<file path="config.mk">
export PLATFORM = sky130hd
export DESIGN_NAME = smsi_phy_flat
export DESIGN_NICKNAME = d
export VERILOG_FILES = /design/src/rtl/smsi_pkg.sv /design/src/rtl/smsi_if.sv /design/src/rtl/smsi_phy.sv /design/src/flat_wrapper.sv
export SDC_FILE = /design/constraint.sdc
export NUM_CORES = 1
export LEC_CHECK = 0
export BUFFER_PORTS_ARGS = -buffer_cell sky130_fd_sc_hd__buf_2
export CORE_MARGIN = 10
export CORE_UTILIZATION = 35
export CTS_CLUSTER_DIAMETER = 120
export DETAILED_ROUTE_END_ITERATION = 8
export PLACE_DENSITY = 0.49
export SYNTH_ARGS = -nofsm -noshare
export SYNTH_HDL_FRONTEND = slang
export SYNTH_SLANG_ARGS = --single-unit
</file>
<file path="constraint.sdc">
create_clock -name mclk -period 3.05 [get_ports mclk]
set_clock_uncertainty 0.2 [all_clocks]
set_input_delay 0.1525 -clock mclk [delete_from_list [all_inputs] [get_ports mclk]]
set_output_delay 0.1525 -clock mclk [all_outputs]
set_load 0.005 [all_outputs]
</file>
<file path="src/rtl/smsi_pkg.sv">
// smsi_pkg: constants shared by both ends of the serial segment link
// assumes a 50 MHz mclk on both ends and a slower shared link clock
package smsi_pkg;

   // core clock period
   localparam int CLK_PERIOD_NS = 20;

   // segment geometry
   localparam logic [3:0] SEG_LAST   = 4'h9;   // index of last bit in a segment
   localparam logic [3:0] REP_LAST   = 4'h9;   // last repeat of a 10 Mbps byte group
   localparam logic [3:0] POS_RESET  = 4'h9;   // position after reset, next bit is 0
   localparam logic [3:0] REP_RESET  = 4'h0;

   // receive segment bit positions (device to mac)
   localparam int RX_BIT_CRS  = 0;
   localparam int RX_BIT_DV   = 1;
   // transmit segment bit positions (mac to device)
   localparam int TX_BIT_ERR  = 0;
   localparam int TX_BIT_EN   = 1;
   // data byte occupies bits 2..9 in both directions
   localparam int SEG_DATA_LO = 2;

   // status byte sent when no receive data is valid
   localparam logic [7:0] STATUS_BASE   = 8'h80;
   localparam int         STATUS_BIT_FAST = 1;

   // line latencies
   localparam int LAT_CRS_NS  = 250;
   localparam int LAT_TX_NS   = 250;
   localparam int LAT_RMII_NS = 200;
   localparam logic [3:0] LAT_CRS_CYC  = 4'((LAT_CRS_NS + CLK_PERIOD_NS - 1) / CLK_PERIOD_NS);
   localparam logic [3:0] LAT_TX_CYC   = 4'((LAT_TX_NS + CLK_PERIOD_NS - 1) / CLK_PERIOD_NS);
   localparam logic [3:0] LAT_RMII_CYC = 4'((LAT_RMII_NS + CLK_PERIOD_NS - 1) / CLK_PERIOD_NS);

   // configuration strap codes {strap_2, strap_1, strap_0}
   localparam logic [2:0] STRAP_SMII = 3'h4;
   localparam logic [2:0] STRAP_RMII = 3'h2;

   // strap capture waits for the synchroniser to fill
   localparam logic [1:0] CAP_SAMPLE = 2'h2;
   localparam logic [1:0] CAP_DONE   = 2'h3;

   // interface mode of the device end
   typedef enum logic [1:0] {
      SMSI_MODE_MII,
      SMSI_MODE_RMII,
      SMSI_MODE_SMII
   } smsi_mode_e;

endpackage : smsi_pkg

</file>
<file path="src/rtl/smsi_if.sv">
// smsi_if: pins of the serial segment link between device and mac
// assumes the bench drives serial_ref_clock; both ends only sample it
`timescale 1ns/1ps
interface smsi_if;
   logic serial_ref_clock;   // shared reference clock
   logic sync;               // segment start, on the device tx-enable pin
   logic txd;                // mac to device serial data
   logic rxd;                // device to mac serial data

   modport dev (
      input  serial_ref_clock,
      input  sync,
      input  txd,
      output rxd
   );

   modport mac (
      input  serial_ref_clock,
      input  rxd,
      output sync,
      output txd
   );
endinterface : smsi_if

</file>
<file path="src/rtl/smsi_phy.sv">
// smsi_phy: device end of the serial segment link with strap mode select
// assumes the link clock is slow enough to be oversampled by mclk
`timescale 1ns/1ps
module smsi_phy (
   input  wire logic        mclk,            // core clock
   input  wire logic        sys_rst,         // async reset, active high
   smsi_if.dev              link,            // serial link pins
   input  wire logic        config_strap_2,  // mode strap pin 2
   input  wire logic        config_strap_1,  // mode strap pin 1
   input  wire logic        config_strap_0,  // mode strap pin 0
   input  wire logic        speed_10,        // 1 = 10 Mbps segment repetition
   input  wire logic        line_rx_active,  // valid data on line receive pair
   input  wire logic [7:0]  line_rx_byte,    // byte received from the line
   input  wire logic        line_rx_stb,     // line_rx_byte is new
   output logic             line_tx_active,  // drive line transmit pair
   output logic [7:0]       line_tx_byte,    // byte to send on the line
   output logic             line_tx_err,     // error flag with line_tx_byte
   output logic             line_tx_stb,     // line_tx_byte is new
   output logic             carrier_sense,   // carrier sense, serial mode
   output logic             rmii_rx_valid,   // receive valid, reduced-pin mode
   output logic             mii_tx_en,       // tx-enable qualifier, nibble mode
   output logic             smii_mode        // serial mode selected
);

   // ---------------------------------------------------------------
   // pin synchronisers: straps, link clock, sync and txd
   // ---------------------------------------------------------------
   logic [5:0] pin_raw;
   logic [5:0] pin_s1_q;
   logic [5:0] pin_s2_q;
   logic       ref_prev_q;

   assign pin_raw = {config_strap_2, config_strap_1, config_strap_0,
                     link.serial_ref_clock, link.sync, link.txd};

   // two flops per pin before any logic reads it
   always_ff @(posedge mclk or posedge sys_rst) begin
      if (sys_rst) begin
         pin_s1_q   <= 6'h00;
         pin_s2_q   <= 6'h00;
         ref_prev_q <= 1'b0;
      end else begin
         pin_s1_q   <= pin_raw;
         pin_s2_q   <= pin_s1_q;
         ref_prev_q <= pin_s2_q[2];
      end
   end

   logic [2:0] strap_s;
   logic       ref_s;
   logic       sync_s;
   logic       txd_s;
   logic       ref_rise;
   logic       ref_fall;

   assign strap_s  = pin_s2_q[5:3];
   assign ref_s    = pin_s2_q[2];
   assign sync_s   = pin_s2_q[1];
   assign txd_s    = pin_s2_q[0];
   assign ref_rise = ref_s & ~ref_prev_q;
   assign ref_fall = ~ref_s & ref_prev_q;

   // ---------------------------------------------------------------
   // strap capture once after reset release
   // ---------------------------------------------------------------
   logic [1:0]             cap_cnt_q;
   smsi_pkg::smsi_mode_e   mode_q;
   smsi_pkg::smsi_mode_e   strap_mode;

   assign strap_mode = (strap_s == smsi_pkg::STRAP_SMII) ? smsi_pkg::SMSI_MODE_SMII :
                       (strap_s == smsi_pkg::STRAP_RMII) ? smsi_pkg::SMSI_MODE_RMII :
                       smsi_pkg::SMSI_MODE_MII;

   // mode is fixed from the straps seen after the synchroniser filled
   always_ff @(posedge mclk or posedge sys_rst) begin
      if (sys_rst) begin
         cap_cnt_q <= 2'h0;
         mode_q    <= smsi_pkg::SMSI_MODE_MII;
      end else if (cap_cnt_q != smsi_pkg::CAP_DONE) begin
         cap_cnt_q <= cap_cnt_q + 2'h1;
         if (cap_cnt_q == smsi_pkg::CAP_SAMPLE) begin
            mode_q <= strap_mode;
         end
      end
   end

   logic is_smii;
   logic is_rmii;

   assign is_smii   = (mode_q == smsi_pkg::SMSI_MODE_SMII);
   assign is_rmii   = (mode_q == smsi_pkg::SMSI_MODE_RMII);
   assign smii_mode = is_smii;
   // the pin qualifies transmit only in nibble mode, never in serial or reduced-pin mode
   assign mii_tx_en = (mode_q == smsi_pkg::SMSI_MODE_MII) & sync_s;

   // ---------------------------------------------------------------
   // segment position, framed by sync
   // ---------------------------------------------------------------
   logic [3:0] pos_q;
   logic [3:0] pos_nx;
   logic [3:0] fall_idx;
   logic       sync_seen;

   // in serial mode the tx-enable pin carries sync
   assign sync_seen = is_smii & sync_s;
   // bit zero is the one sampled together with sync
   assign pos_nx    = sync_seen ? 4'h0 :
                      (pos_q == smsi_pkg::SEG_LAST) ? 4'h0 : pos_q + 4'h1;
   assign fall_idx  = (pos_q == smsi_pkg::SEG_LAST) ? 4'h0 : pos_q + 4'h1;

   // ---------------------------------------------------------------
   // transmit segment capture on link rising edges
   // ---------------------------------------------------------------
   logic [9:0] tx_seg_q;
   logic       seg_done_q;
   logic [3:0] rep_q;
   logic       group_first;

   assign group_first = ~speed_10 | (rep_q == smsi_pkg::REP_RESET);

   always_ff @(posedge mclk or posedge sys_rst) begin
      if (sys_rst) begin
         pos_q      <= smsi_pkg::POS_RESET;
         tx_seg_q   <= 10'h000;
         seg_done_q <= 1'b0;
      end else begin
         seg_done_q <= 1'b0;
         if (is_smii && ref_rise) begin
            pos_q            <= pos_nx;
            tx_seg_q[pos_nx] <= txd_s;
            seg_done_q       <= (pos_nx == smsi_pkg::SEG_LAST);
         end
      end
   end

   // repeat counter: one group of ten segments per byte at 10 Mbps
   always_ff @(posedge mclk or posedge sys_rst) begin
      if (sys_rst) begin
         rep_q <= smsi_pkg::REP_RESET;
      end else if (seg_done_q) begin
         if (!speed_10 || rep_q == smsi_pkg::REP_LAST) begin
            rep_q <= smsi_pkg::REP_RESET;
         end else begin
            rep_q <= rep_q + 4'h1;
         end
      end
   end

   // decode a finished segment, one per group at 10 Mbps
   logic tx_en_q;

   always_ff @(posedge mclk or posedge sys_rst) begin
      if (sys_rst) begin
         tx_en_q      <= 1'b0;
         line_tx_byte <= 8'h00;
         line_tx_err  <= 1'b0;
         line_tx_stb  <= 1'b0;
      end else begin
         line_tx_stb <= 1'b0;
         if (!is_smii) begin
            tx_en_q <= 1'b0;
         end else if (seg_done_q && group_first) begin
            tx_en_q     <= tx_seg_q[smsi_pkg::TX_BIT_EN];
            line_tx_err <= tx_seg_q[smsi_pkg::TX_BIT_ERR];
            if (tx_seg_q[smsi_pkg::TX_BIT_EN]) begin
               line_tx_byte <= tx_seg_q[9:smsi_pkg::SEG_DATA_LO];
               line_tx_stb  <= 1'b1;
            end
         end
      end
   end

   // ---------------------------------------------------------------
   // latency timers: crs, line transmit, reduced-pin receive valid
   // ---------------------------------------------------------------
   logic [2:0] dly_in;
   logic [2:0] dly_q;
   logic [3:0] dly_lim [3];

   assign dly_in[0]  = is_smii & line_rx_active;
   assign dly_in[1]  = is_smii & tx_en_q;
   assign dly_in[2]  = is_rmii & line_rx_active;
   assign dly_lim[0] = smsi_pkg::LAT_CRS_CYC;
   assign dly_lim[1] = smsi_pkg::LAT_TX_CYC;
   assign dly_lim[2] = smsi_pkg::LAT_RMII_CYC;

   // output follows its input once the input has held for the latency
   genvar gi;
   generate
      for (gi = 0; gi < 3; gi++) begin : g_dly
         logic [3:0] cnt_q;
         always_ff @(posedge mclk or posedge sys_rst) begin
            if (sys_rst) begin
               cnt_q     <= 4'h0;
               dly_q[gi] <= 1'b0;
            end else if (dly_in[gi] == dly_q[gi]) begin
               cnt_q <= 4'h0;
            end else if (cnt_q == dly_lim[gi] - 4'h1) begin
               cnt_q     <= 4'h0;
               dly_q[gi] <= dly_in[gi];
            end else begin
               cnt_q <= cnt_q + 4'h1;
            end
         end
      end
   endgenerate

   assign carrier_sense  = dly_q[0];
   assign line_tx_active = dly_q[1];
   assign rmii_rx_valid  = dly_q[2];

   // ---------------------------------------------------------------
   // receive byte holding register; a new byte wins over the take
   // ---------------------------------------------------------------
   logic [7:0] rx_hold_q;
   logic       rx_pend_q;
   logic       seg_load;
   logic       rx_take;

   assign seg_load = is_smii & ref_fall & (pos_q == smsi_pkg::SEG_LAST);
   assign rx_take  = seg_load & group_first & rx_pend_q;

   always_ff @(posedge mclk or posedge sys_rst) begin
      if (sys_rst) begin
         rx_hold_q <= 8'h00;
         rx_pend_q <= 1'b0;
      end else begin
         rx_pend_q <= line_rx_stb | (rx_pend_q & ~rx_take);
         if (line_rx_stb) begin
            rx_hold_q <= line_rx_byte;
         end
      end
   end

   // ---------------------------------------------------------------
   // receive segment build and shift-out on link falling edges
   // ---------------------------------------------------------------
   logic [9:0] rx_seg_q;
   logic [9:0] rx_seg_new;
   logic [9:0] rx_seg_use;
   logic [7:0] status_byte;
   logic       rxd_q;

   // speed flag widened before the shift so only one bit can be set
   assign status_byte = smsi_pkg::STATUS_BASE |
                        ({7'h00, ~speed_10} << smsi_pkg::STATUS_BIT_FAST);
   assign rx_seg_new  = {rx_pend_q ? rx_hold_q : status_byte,
                         rx_pend_q, dly_q[0]};
   // at 10 Mbps only the first segment of a group takes new content
   assign rx_seg_use  = group_first ? rx_seg_new : rx_seg_q;

   always_ff @(posedge mclk or posedge sys_rst) begin
      if (sys_rst) begin
         rx_seg_q <= 10'h000;
         rxd_q    <= 1'b0;
      end else if (!is_smii) begin
         rxd_q <= 1'b0;
      end else if (seg_load) begin
         rx_seg_q <= rx_seg_use;
         rxd_q    <= rx_seg_use[0];
      end else if (ref_fall) begin
         rxd_q <= rx_seg_q[fall_idx];
      end
   end

   assign link.rxd = rxd_q;

endmodule : smsi_phy

</file>
<file path="src/flat_wrapper.sv">
// flat-port wrapper written by rule: the top's interface ports become plain ports
module smsi_phy_flat 
  (mclk, sys_rst, config_strap_2, config_strap_1, config_strap_0, speed_10, line_rx_active, line_rx_byte, line_rx_stb, line_tx_active, line_tx_byte, line_tx_err, line_tx_stb, carrier_sense, rmii_rx_valid, mii_tx_en, smii_mode, link_serial_ref_clock, link_sync, link_txd, link_rxd);
  smsi_if link_i ();
  input  wire logic mclk;
  input  wire logic sys_rst;
  input  wire logic config_strap_2;
  input  wire logic config_strap_1;
  input  wire logic config_strap_0;
  input  wire logic speed_10;
  input  wire logic line_rx_active;
  input  wire logic [7:0] line_rx_byte;
  input  wire logic line_rx_stb;
  output logic line_tx_active;
  output logic [7:0] line_tx_byte;
  output logic line_tx_err;
  output logic line_tx_stb;
  output logic carrier_sense;
  output logic rmii_rx_valid;
  output logic mii_tx_en;
  output logic smii_mode;
  input wire logic [$bits(link_i.serial_ref_clock)-1:0] link_serial_ref_clock;
  input wire logic [$bits(link_i.sync)-1:0] link_sync;
  input wire logic [$bits(link_i.txd)-1:0] link_txd;
  output wire logic [$bits(link_i.rxd)-1:0] link_rxd;
  assign link_i.serial_ref_clock = link_serial_ref_clock;
  assign link_i.sync = link_sync;
  assign link_i.txd = link_txd;
  assign link_rxd = link_i.rxd;
  smsi_phy u_core (.mclk(mclk), .sys_rst(sys_rst), .link(link_i), .config_strap_2(config_strap_2), .config_strap_1(config_strap_1), .config_strap_0(config_strap_0), .speed_10(speed_10), .line_rx_active(line_rx_active), .line_rx_byte(line_rx_byte), .line_rx_stb(line_rx_stb), .line_tx_active(line_tx_active), .line_tx_byte(line_tx_byte), .line_tx_err(line_tx_err), .line_tx_stb(line_tx_stb), .carrier_sense(carrier_sense), .rmii_rx_valid(rmii_rx_valid), .mii_tx_en(mii_tx_en), .smii_mode(smii_mode));
endmodule
</file>
==> metrics.csv, run 1 <==
metric,value,unit
WL/cell,13.5,um
switching power,0.804,mW
gate count of the mapped netlist,323,
Post-synth EDFFs,0,
peak supply drop,0.323,mV
post-CTS setup repair buffer count,0,
initial core utilization,0.359,
Die Ht,123,um
Layout Utilization,0.428,
Max-Cap Viols,0,
Clk pwr share,0.322,
synth top area cells,"dfrtp_1 (54%), mux2_2 (8.9%), nand2_1 (4.1%)",
Root Driver,clkbuf_8,
"Top FF cell, synth",dfrtp_1,
Synth area leader,dfrtp_1,
GRT Overall Usage,0.102,
Synth Register Bits,82,
worst skew pair latency,0.35,ns
fill count,1013,
Yosys warning total,0,
Clock transition at path regs,0.09,ns
vias in the first global route,2391,
CTS Buf Count,9,
post-DR vias/cell,4.63,
"Cell Area, Synth",3690,um2
full die area,15000,um2
PortBufs,34,
Placeable Area,10300,um2
hold_buf cts,18,
Final period util,0.851,
internal power,1.95,mW
total wire length,7.01,mm
share of power burned in registers,0.482,
first-pass GRT wire length,12.2,mm
final hold slack,0.141,ns
Final WS setup,0.454,ns
Sw Ratio,0.292,
"Hold Vio Cnt, Final",0,
LEAKAGE,2.07,nW
HPWL after detailed placement,4.94,mm
GPL Wtd Cong,0.833,
"worst slack, placed",0.475,ns
asr flop ratio synth,1.00,
relative slew slack,0.574,
post-route cell area,4400,um2
Max Fanout on Critical Path,15,
total grt overflow,0,
Die Width,123,um
footprint of the multi-input gates,1490,um2
Slew @ Worst Pin,0.639,ns
Yosys cell types,55,
"Seq/Total Area, Yosys",0.557,
Post-Syn Nets,353,
Layout area overhead,19.3,%
Final #Nets,409,
PostCTS Resize Cnt,0,
Critical Path Start Type,flip-flop,
CTS tree,done,
Routed Antenna Nets,0,
pwr/cell area,626,nW/um2
Hold Path Class,flip-flop to flip-flop,
initial antenna violation count,0,
DRT iter0 DRCs,137,
row count,37,
total number of vias,2406,
H-Tree Level Count,3,
drt drc,0,
IO Pins,35,
TritonRoute pass-1 iters,4,
fmax,0.385,GHz
Reg area,2050,um2
crit path DAT,2.64,ns
"Min Clock Period, post-route",2.60,ns
combinational share of power,0.196,
crit end category,flip-flop,
Mean Syn Cell Area,11.4,um2
RSZ-0062 raised after global routing,false,
ANT cells,0,
Setup TNS Final,0,ns
status,"finished, final reports clean",
layout cells sized above 1,0.258,
crit path kind,flip-flop to flip-flop,
"Req. time, crit path",3.09,ns
Clock Tree Buf Depth,2,
reg2reg setup slack,0.45,ns
Yosys top cell area share,0.543,
Sink Count,82,
dpl cell area,3990,um2
final setup fails,0,
largest net degree at the start of global routing,48,
Pins Over Slew Limit,0,
-- cell type report --
type / instances / share of cell area
tap: 136 / 0.0387
clock inverter: 6 / 0.0202
inverter: 16 / 0.0139
clock buffer: 10 / 0.0313
sequential: 82 / 0.467
multi-input combinational: 214 / 0.339
timing repair buffer: 56 / 0.0893
-- registers in the layout, summed over array words and instances, names as in the netlist, 2 cells and up --
| name | count |
|---|---|
| u_core.mode_q | 2 |
| u_core.pos_q | 4 |
| u_core.pin_s2_q | 6 |
| u_core.pin_s1_q | 6 |
| u_core.rx_seg_q | 10 |
| u_core.rx_hold_q | 8 |
| u_core.g_dly.cnt_q | 12 |
| u_core.tx_seg_q | 10 |
| u_core.line_tx_byte | 8 |
| u_core.rep_q | 4 |
| u_core.cap_cnt_q | 2 |
-- path summary, 6_finish.rpt --
path / start / endpoint / cells after the start
setup / recovery: u_core.pos_q[0] / u_core.rx_pend_q / 6
hold / removal: u_core.pin_s1_q[1] / u_core.pin_s2_q[1] / 0
setup reg to reg: u_core.pos_q[0] / u_core.rx_pend_q / 6
hold reg to reg: u_core.pin_s1_q[1] / u_core.pin_s2_q[1] / 0
max in group asynchronous: sys_rst / u_core.pos_q[0] / 4
min in group asynchronous: sys_rst / u_core.pos_q[1] / 3
-- cell usage in the layout (no fill, tap or decap), types with 4 or more instances in the layout --
master / count
dfrtp_1: 80
nand3_1: 14
dlygate4sd3_1: 18
nor2_1: 15
mux2_2: 29
nand2_1: 40
o21ai_0: 26
xor2_1: 4
nor3b_1: 4
nor2b_1: 4
clkbuf_8: 10
ha_1: 11
inv_1: 15
buf_2: 34
xnor2_1: 6
-- power groups by stage --
stage	Clock, mW	Sequential [mW]	Combinational [mW]
2_1_floorplan	0	1.30	0.446
3_3_place_gp	0	1.35	0.525
3_5_place_dp	0	1.35	0.527
4_1_cts	0.919	1.33	0.545
5_1_grt	0.965	1.35	0.614
6_report	0.886	1.33	0.540
-- layer usage --
| metal | up-vias | global-route usage | share of wire |
|---|---|---|---|
| met3 | 4 | 0.0358 | 0.041 |
| met1 | 1147 | 0.134 | 0.49 |
| met5 | - | 0 | 0 |
| li1 | 1226 | - | - |
| met2 | 29 | 0.151 | 0.46 |
| met4 | 0 | 0.0346 | 0.0097 |
-- cell usage after synthesis, types with 2 or more instances --
cell type / n
dfrtp_1: 80
nand2_1: 40
mux2_2: 29
o21ai_0: 26
inv_1: 16
nor2_1: 15
nand3_1: 14
ha_1: 11
xnor2_1: 6
clkbuf_1: 5
buf_6: 4
nor2b_1: 4
nor3b_1: 4
xor2_1: 4
a31oi_1: 3
and2_1: 3
and2_2: 3
mux2i_1: 3
nand2b_1: 3
nand3b_1: 3
a21boi_0: 2
a21oi_1: 2
a22o_1: 2
and3_1: 2
and3b_1: 2
dfstp_2: 2
mux2_1: 2
nand4_1: 2
nor3_1: 2
o21a_1: 2
o22ai_1: 2
or4_2: 2
-- critical path: stages (launching register included) --
cell,delay [ns]
dfstp_2,0.69
ha_1,0.28
and3b_1,0.34
and2_2,0.20
nand3_1,0.30
buf_4,0.29
a21o_1,0.17
-- logic make-up after synthesis --
| kind of cell | count (synthesis) | share of synthesized area |
|---|---|---|
| AOI/OAI and AO/OA | 50 | 0.0842 |
| xor gates and xnor gates | 10 | 0.0238 |
| adders and majority gates | 11 | 0.0373 |
| buffers and inverters | 27 | 0.0377 |
| DFF | 82 | 0.557 |
| muxes | 34 | 0.103 |
| and+or+nand+nor | 109 | 0.157 |
-- through the flow --
step           power (mW)  std cells
4_1_cts              2.79        520
2_1_floorplan        1.75        323
3_3_place_gp         1.87        486
6_report             2.75        520
5_1_grt              2.93        520
3_5_place_dp         1.87        486
No activity file was read; power rests on OpenSTA's default activity.
==> run 2: changes to the inputs <==
Settings changed: BUFFER_PORTS_ARGS -buffer_cell sky130_fd_sc_hd__buf_2 to unset, DONT_BUFFER_PORTS set to 1, PLACE_DENSITY 0.49 to 0.46.
Clock period 3.05 ns to 2.4 ns, I/O delays scaled along.
==> run 2 against run 1 <==
  * Wire length up 2.9%
  * Clock power rose by 2.9%
  * Critical path depth unchanged
  * Global-route usage grew 0.36 points
  * Critical path type unchanged
  * Clock-buffer cell count up 1
  * Largest power group unchanged
  * Maximum frequency rose by 13%
  * Cell count fell by 4.0%
  * First-iteration DRC count fell by 17%
  * Combinational power rose by 38%
  * Design area decreased by 2.6%
==> metrics.csv, run 2 (synthesis gave the netlist of run 1 again) <==
metric,value,unit
final setup fails,0,
crit path cell chain,"ha_1, and3b_1, or3_4, nor3_2, and2_2, mux2_2",
pwr/cell area,776,nW/um2
max FFs per register,12,
reg2reg setup slack,0.09,ns
Sink Count,82,
TritonRoute pass-1 iters,4,
GRT Overall Usage,0.105,
"Buf+Inv Stages, Crit Path",0,
slowest CP cell,dfstp_2,
IO Pins,35,
layout cells sized above 1,0.212,
CP max stage delay,0.42,ns
largest net degree at the start of global routing,37,
PortBufs,0,
drt drc,0,
H-Tree Level Count,3,
worst skew pair latency,0.35,ns
CP top delay family,simple AND/OR/NAND/NOR gates,
total wire length,7.21,mm
Pins Over Slew Limit,0,
Die Ht,123,um
Regs by FF count,"u_core.g_dly.cnt_q (12), u_core.rx_seg_q (10), u_core.tx_seg_q (10)",
relative slew slack,0.499,
total grt overflow,0,
crit path DAT,2.34,ns
Die Width,123,um
Critical Path Start Type,flip-flop,
CTS Buf Count,9,
CTS tree,done,
final hold slack,0.00787,ns
DP Cell Count,465,
"Min Clock Period, post-route",2.31,ns
Final period util,0.961,
LEAKAGE,1.95,nW
initial antenna violation count,0,
Max-Cap Viols,0,
HPWL after detailed placement,5.28,mm
status,"finished, final reports clean",
Top reg by flops,u_core.g_dly.cnt_q,
final std cells w/o fill,499,
Clock transition at path regs,0.08,ns
GPL Wtd Cong,0.772,
Setup TNS Final,0,ns
most frequent cells in the layout,"dfrtp_1 (80), nand2_1 (40), mux2_2 (29)",
ANT cells,0,
post-DR vias/cell,4.79,
"commonest non-fill, non-tap cell in the layout",dfrtp_1,
total number of vias,2389,
DRT iter0 DRCs,114,
RSZ-0062 raised after global routing,false,
fmax,0.434,GHz
crit end category,flip-flop,
"Req. time, crit path",2.43,ns
row count,37,
Hold Path Class,primary input to flip-flop,
Root Driver,clkbuf_8,
Routed Antenna Nets,0,
"Hold Vio Cnt, Final",0,
Placeable Area,10300,um2
Layout area overhead,16.2,%
initial core utilization,0.359,
Max Fanout on Critical Path,8,
peak supply drop,0.351,mV
Final #Nets,388,
vias in the first global route,2482,
WL/cell,14.4,um
first-pass GRT wire length,12.5,mm
Clock Tree Buf Depth,2,
Slew @ Worst Pin,0.750,ns
crit path kind,flip-flop to flip-flop,
full die area,15000,um2
-- run 2: timing repair --
action | 4_1_cts | 5_1_grt
resized for setup | 0 | 1
endpoints found under the hold margin | 62 | 0
hold buffers | 18 | 0
setup buffers | 0 | 0
setup endpoints to repair | 0 | 1
-- run 2: stage by stage --
| step | power [mW] | utilization | worst slack, ns | area (um2) |
|---|---|---|---|---|
| 2_1_floorplan | 2.22 | - | 0.113 | 3690 |
| 3_3_place_gp | 2.41 | 0.382 | 0.151 | 3920 |
| 3_5_place_dp | 2.42 | 0.382 | 0.130 | 3920 |
| 4_1_cts | 3.39 | 0.416 | 0.0863 | 4280 |
| 5_1_grt | 3.58 | 0.417 | 0.00313 | 4280 |
| 6_report | 3.32 | 0.417 | 0.0934 | 4280 |
-- run 2: power breakdown --
group          switching (mW)  internal (mW)
sequential              0.136           1.53
clock                   0.504          0.408
combinational           0.380          0.365
total                    1.02           2.30
-- run 2: layer usage --
layer,track usage,up-vias,share of wire
met5,0,-,0
met1,0.129,1167,0.46
met3,0.0445,4,0.061
met4,0.0287,0,0.0071
met2,0.167,37,0.47
li1,-,1181,-
-- run 2: worst paths after layout --
path | end | from | cells past startpoint
worst max-delay path | u_core.tx_seg_q[9] | u_core.pos_q[0] | 6
worst min-delay path | u_core.line_tx_err | speed_10 | 3
worst max register to register | u_core.tx_seg_q[9] | u_core.pos_q[0] | 6
worst min register to register | u_core.pin_s2_q[3] | u_core.pin_s1_q[3] | 0
max in group asynchronous | u_core.rx_seg_q[1] | sys_rst | 3
min in group asynchronous | u_core.rep_q[2] | sys_rst | 2
-- run 2: area by class of cell --
cell class / instances / area, um2
clock buffer: 11 / 141
clock inverter: 5 / 37.5
fill: 1044 / 6000
inverter: 16 / 63.8
multi-input combinational: 214 / 1490
sequential: 82 / 2050
tap: 136 / 170
timing repair buffer: 35 / 320
-- run 2: worst reg2reg max path, cell delays in order (launching register included) --
cell	delay, ns
dfstp_2	0.42
ha_1	0.22
and3b_1	0.21
or3_4	0.42
nor3_2	0.19
and2_2	0.21
mux2_2	0.32
==> run 3: changes to the inputs <==
Settings changed: CORE_UTILIZATION 35 to 55, PLACE_DENSITY 0.46 to 0.67.
==> run 3 against run 2 <==
  * Sequential cell count unchanged
  * Sequential power about the same
  * Design area down 1.5%
  * Critical path type unchanged
  * Wire length down 4.1%
  * Worst setup slack better by 0.057 ns
  * Non-clock buffer count down 1
==> metrics.csv, run 3 (synthesis gave the netlist of run 1 again) <==
metric,value,unit
fill count,503,
vias in the first global route,2346,
PortBufs,0,
WHS Path Cells,5,
fmax,0.444,GHz
HPWL after detailed placement,4.95,mm
pwr/cell area,811,nW/um2
Placeable Area,6420,um2
r2r startpoint,u_core.pos_q[0],
WL/cell,15.7,um
post-DR vias/cell,5.47,
footprint of the multi-input gates,1490,um2
total number of vias,2401,
DRT iter0 DRCs,151,
LEAKAGE,1.96,nW
total wire length,6.91,mm
Layout area overhead,14.4,%
largest net degree at the start of global routing,38,
Max-Cap Viols,0,
peak supply drop,0.503,mV
H-Tree Level Count,3,
status,"finished, final reports clean",
"Min Clock Period, post-route",2.25,ns
most frequent cells in the layout,"dfrtp_1 (80), nand2_1 (40), mux2_2 (29)",
hold_sp,speed_10,
R2R depth,5,
IO Pins,35,
Clock transition at path regs,0.08,ns
CTS Buf Count,9,
Sink Count,82,
Reg2Reg Capture Point,u_core.tx_seg_q[5],
Hold Path Class,primary input to flip-flop,
Final period util,0.937,
Reg area,2050,um2
total grt overflow,0,
reg2reg setup slack,0.15,ns
Max Fanout on Critical Path,7,
Die Ht,102,um
"Hold Vio Cnt, Final",0,
Critical Path Start Type,flip-flop,
layout cells sized above 1,0.207,
Routed Antenna Nets,0,
drt drc,0,
initial antenna violation count,0,
full die area,10400,um2
max FFs per register,12,
RSZ-0062 raised after global routing,false,
crit path kind,flip-flop to flip-flop,
TritonRoute pass-1 iters,4,
"commonest non-fill, non-tap cell in the layout",dfrtp_1,
row count,29,
crit end category,flip-flop,
Final #Nets,387,
ANT cells,0,
GPL Wtd Cong,0.851,
final hold slack,0.0252,ns
Top reg by flops,u_core.g_dly.cnt_q,
Clock Tree Buf Depth,2,
Die Width,102,um
Hold EP,u_core.link.rxd,
"Req. time, crit path",2.42,ns
worst skew pair latency,0.34,ns
Root Driver,clkbuf_8,
Setup TNS Final,0,ns
initial core utilization,0.574,
CTS tree,done,
first-pass GRT wire length,11.6,mm
GRT Overall Usage,0.142,
Regs by FF count,"u_core.g_dly.cnt_q (12), u_core.rx_seg_q (10), u_core.tx_seg_q (10)",
final setup fails,0,
crit path DAT,2.27,ns
Pins Over Slew Limit,0,
relative slew slack,0.521,
Slew @ Worst Pin,0.717,ns
==> run 3: how the worst max path moves through the flow <==
stage / start / endpoint / slack [ns] / depth (start not counted)
after detailed placement: u_core.pos_q[0] / u_core.tx_seg_q[4] / 0.16 / 5
after global routing: u_core.rep_q[0] / u_core.rx_pend_q / 0.002 / 7
after floorplan: u_core.pos_q[1] / u_core.tx_seg_q[9] / 0.11 / 8
final: u_core.pos_q[0] / u_core.tx_seg_q[5] / 0.15 / 5
after CTS: u_core.pos_q[0] / u_core.tx_seg_q[5] / 0.15 / 6
after global placement: u_core.pos_q[0] / u_core.link.rxd / 0.19 / 7
==> run 3: per-stage QoR <==
step / cell area, um2 / utilization / setup slack, ns / std cells / power [mW]
global route: 4220 / 0.657 / 0.00154 / 439 / 3.62
floorplan: 3690 / - / 0.113 / 323 / 2.22
CTS: 4220 / 0.657 / 0.151 / 439 / 3.45
detailed placement: 3840 / 0.598 / 0.164 / 405 / 2.43
global placement: 3840 / 0.598 / 0.190 / 405 / 2.41
finish: 4220 / 0.657 / 0.150 / 439 / 3.42
==> run 3: where the power goes <==
| part | internal [mW] | switching [mW] | leakage [nW] | total (mW) |
|---|---|---|---|---|
| Combinational | 0.380 | 0.384 | 0.821 | 0.764 |
| Clock | 0.510 | 0.476 | 0.0966 | 0.986 |
| Sequential | 1.53 | 0.139 | 1.04 | 1.67 |
| Total | 2.42 | 0.998 | 1.96 | 3.42 |
==> run 3: timing repair <==
action / 4_1_cts / 5_1_grt
hold endpoints to repair: 68 / 0
buffers inserted: 0 / 0
hold buffers: 18 / 0
setup endpoints to repair: 0 / 1
resized for setup: 0 / 1
==> run 3: per-layer routing <==
metal	track usage	vias to the layer above	routed length (um)
met5	0	-	0
met4	0.0542	0	127
met3	0.0466	12	402
met2	0.209	49	3100
met1	0.191	1155	3290
li1	-	1185	-
==> run 3: critical path, cell delays in order (launching register included) <==
cell and delay, ns:
dfstp_2 0.60, ha_1 0.19, or2b_2 0.31, o22ai_1 0.30
and3_1 0.22, mux2_1 0.32
==> run 3: final cells by class <==
class,count,area share
sequential,82,0.487
multi-input combinational,214,0.354
timing repair buffer,34,0.0742
clock buffer,12,0.0344
tap,77,0.0228
inverter,16,0.0151
clock inverter,4,0.0122
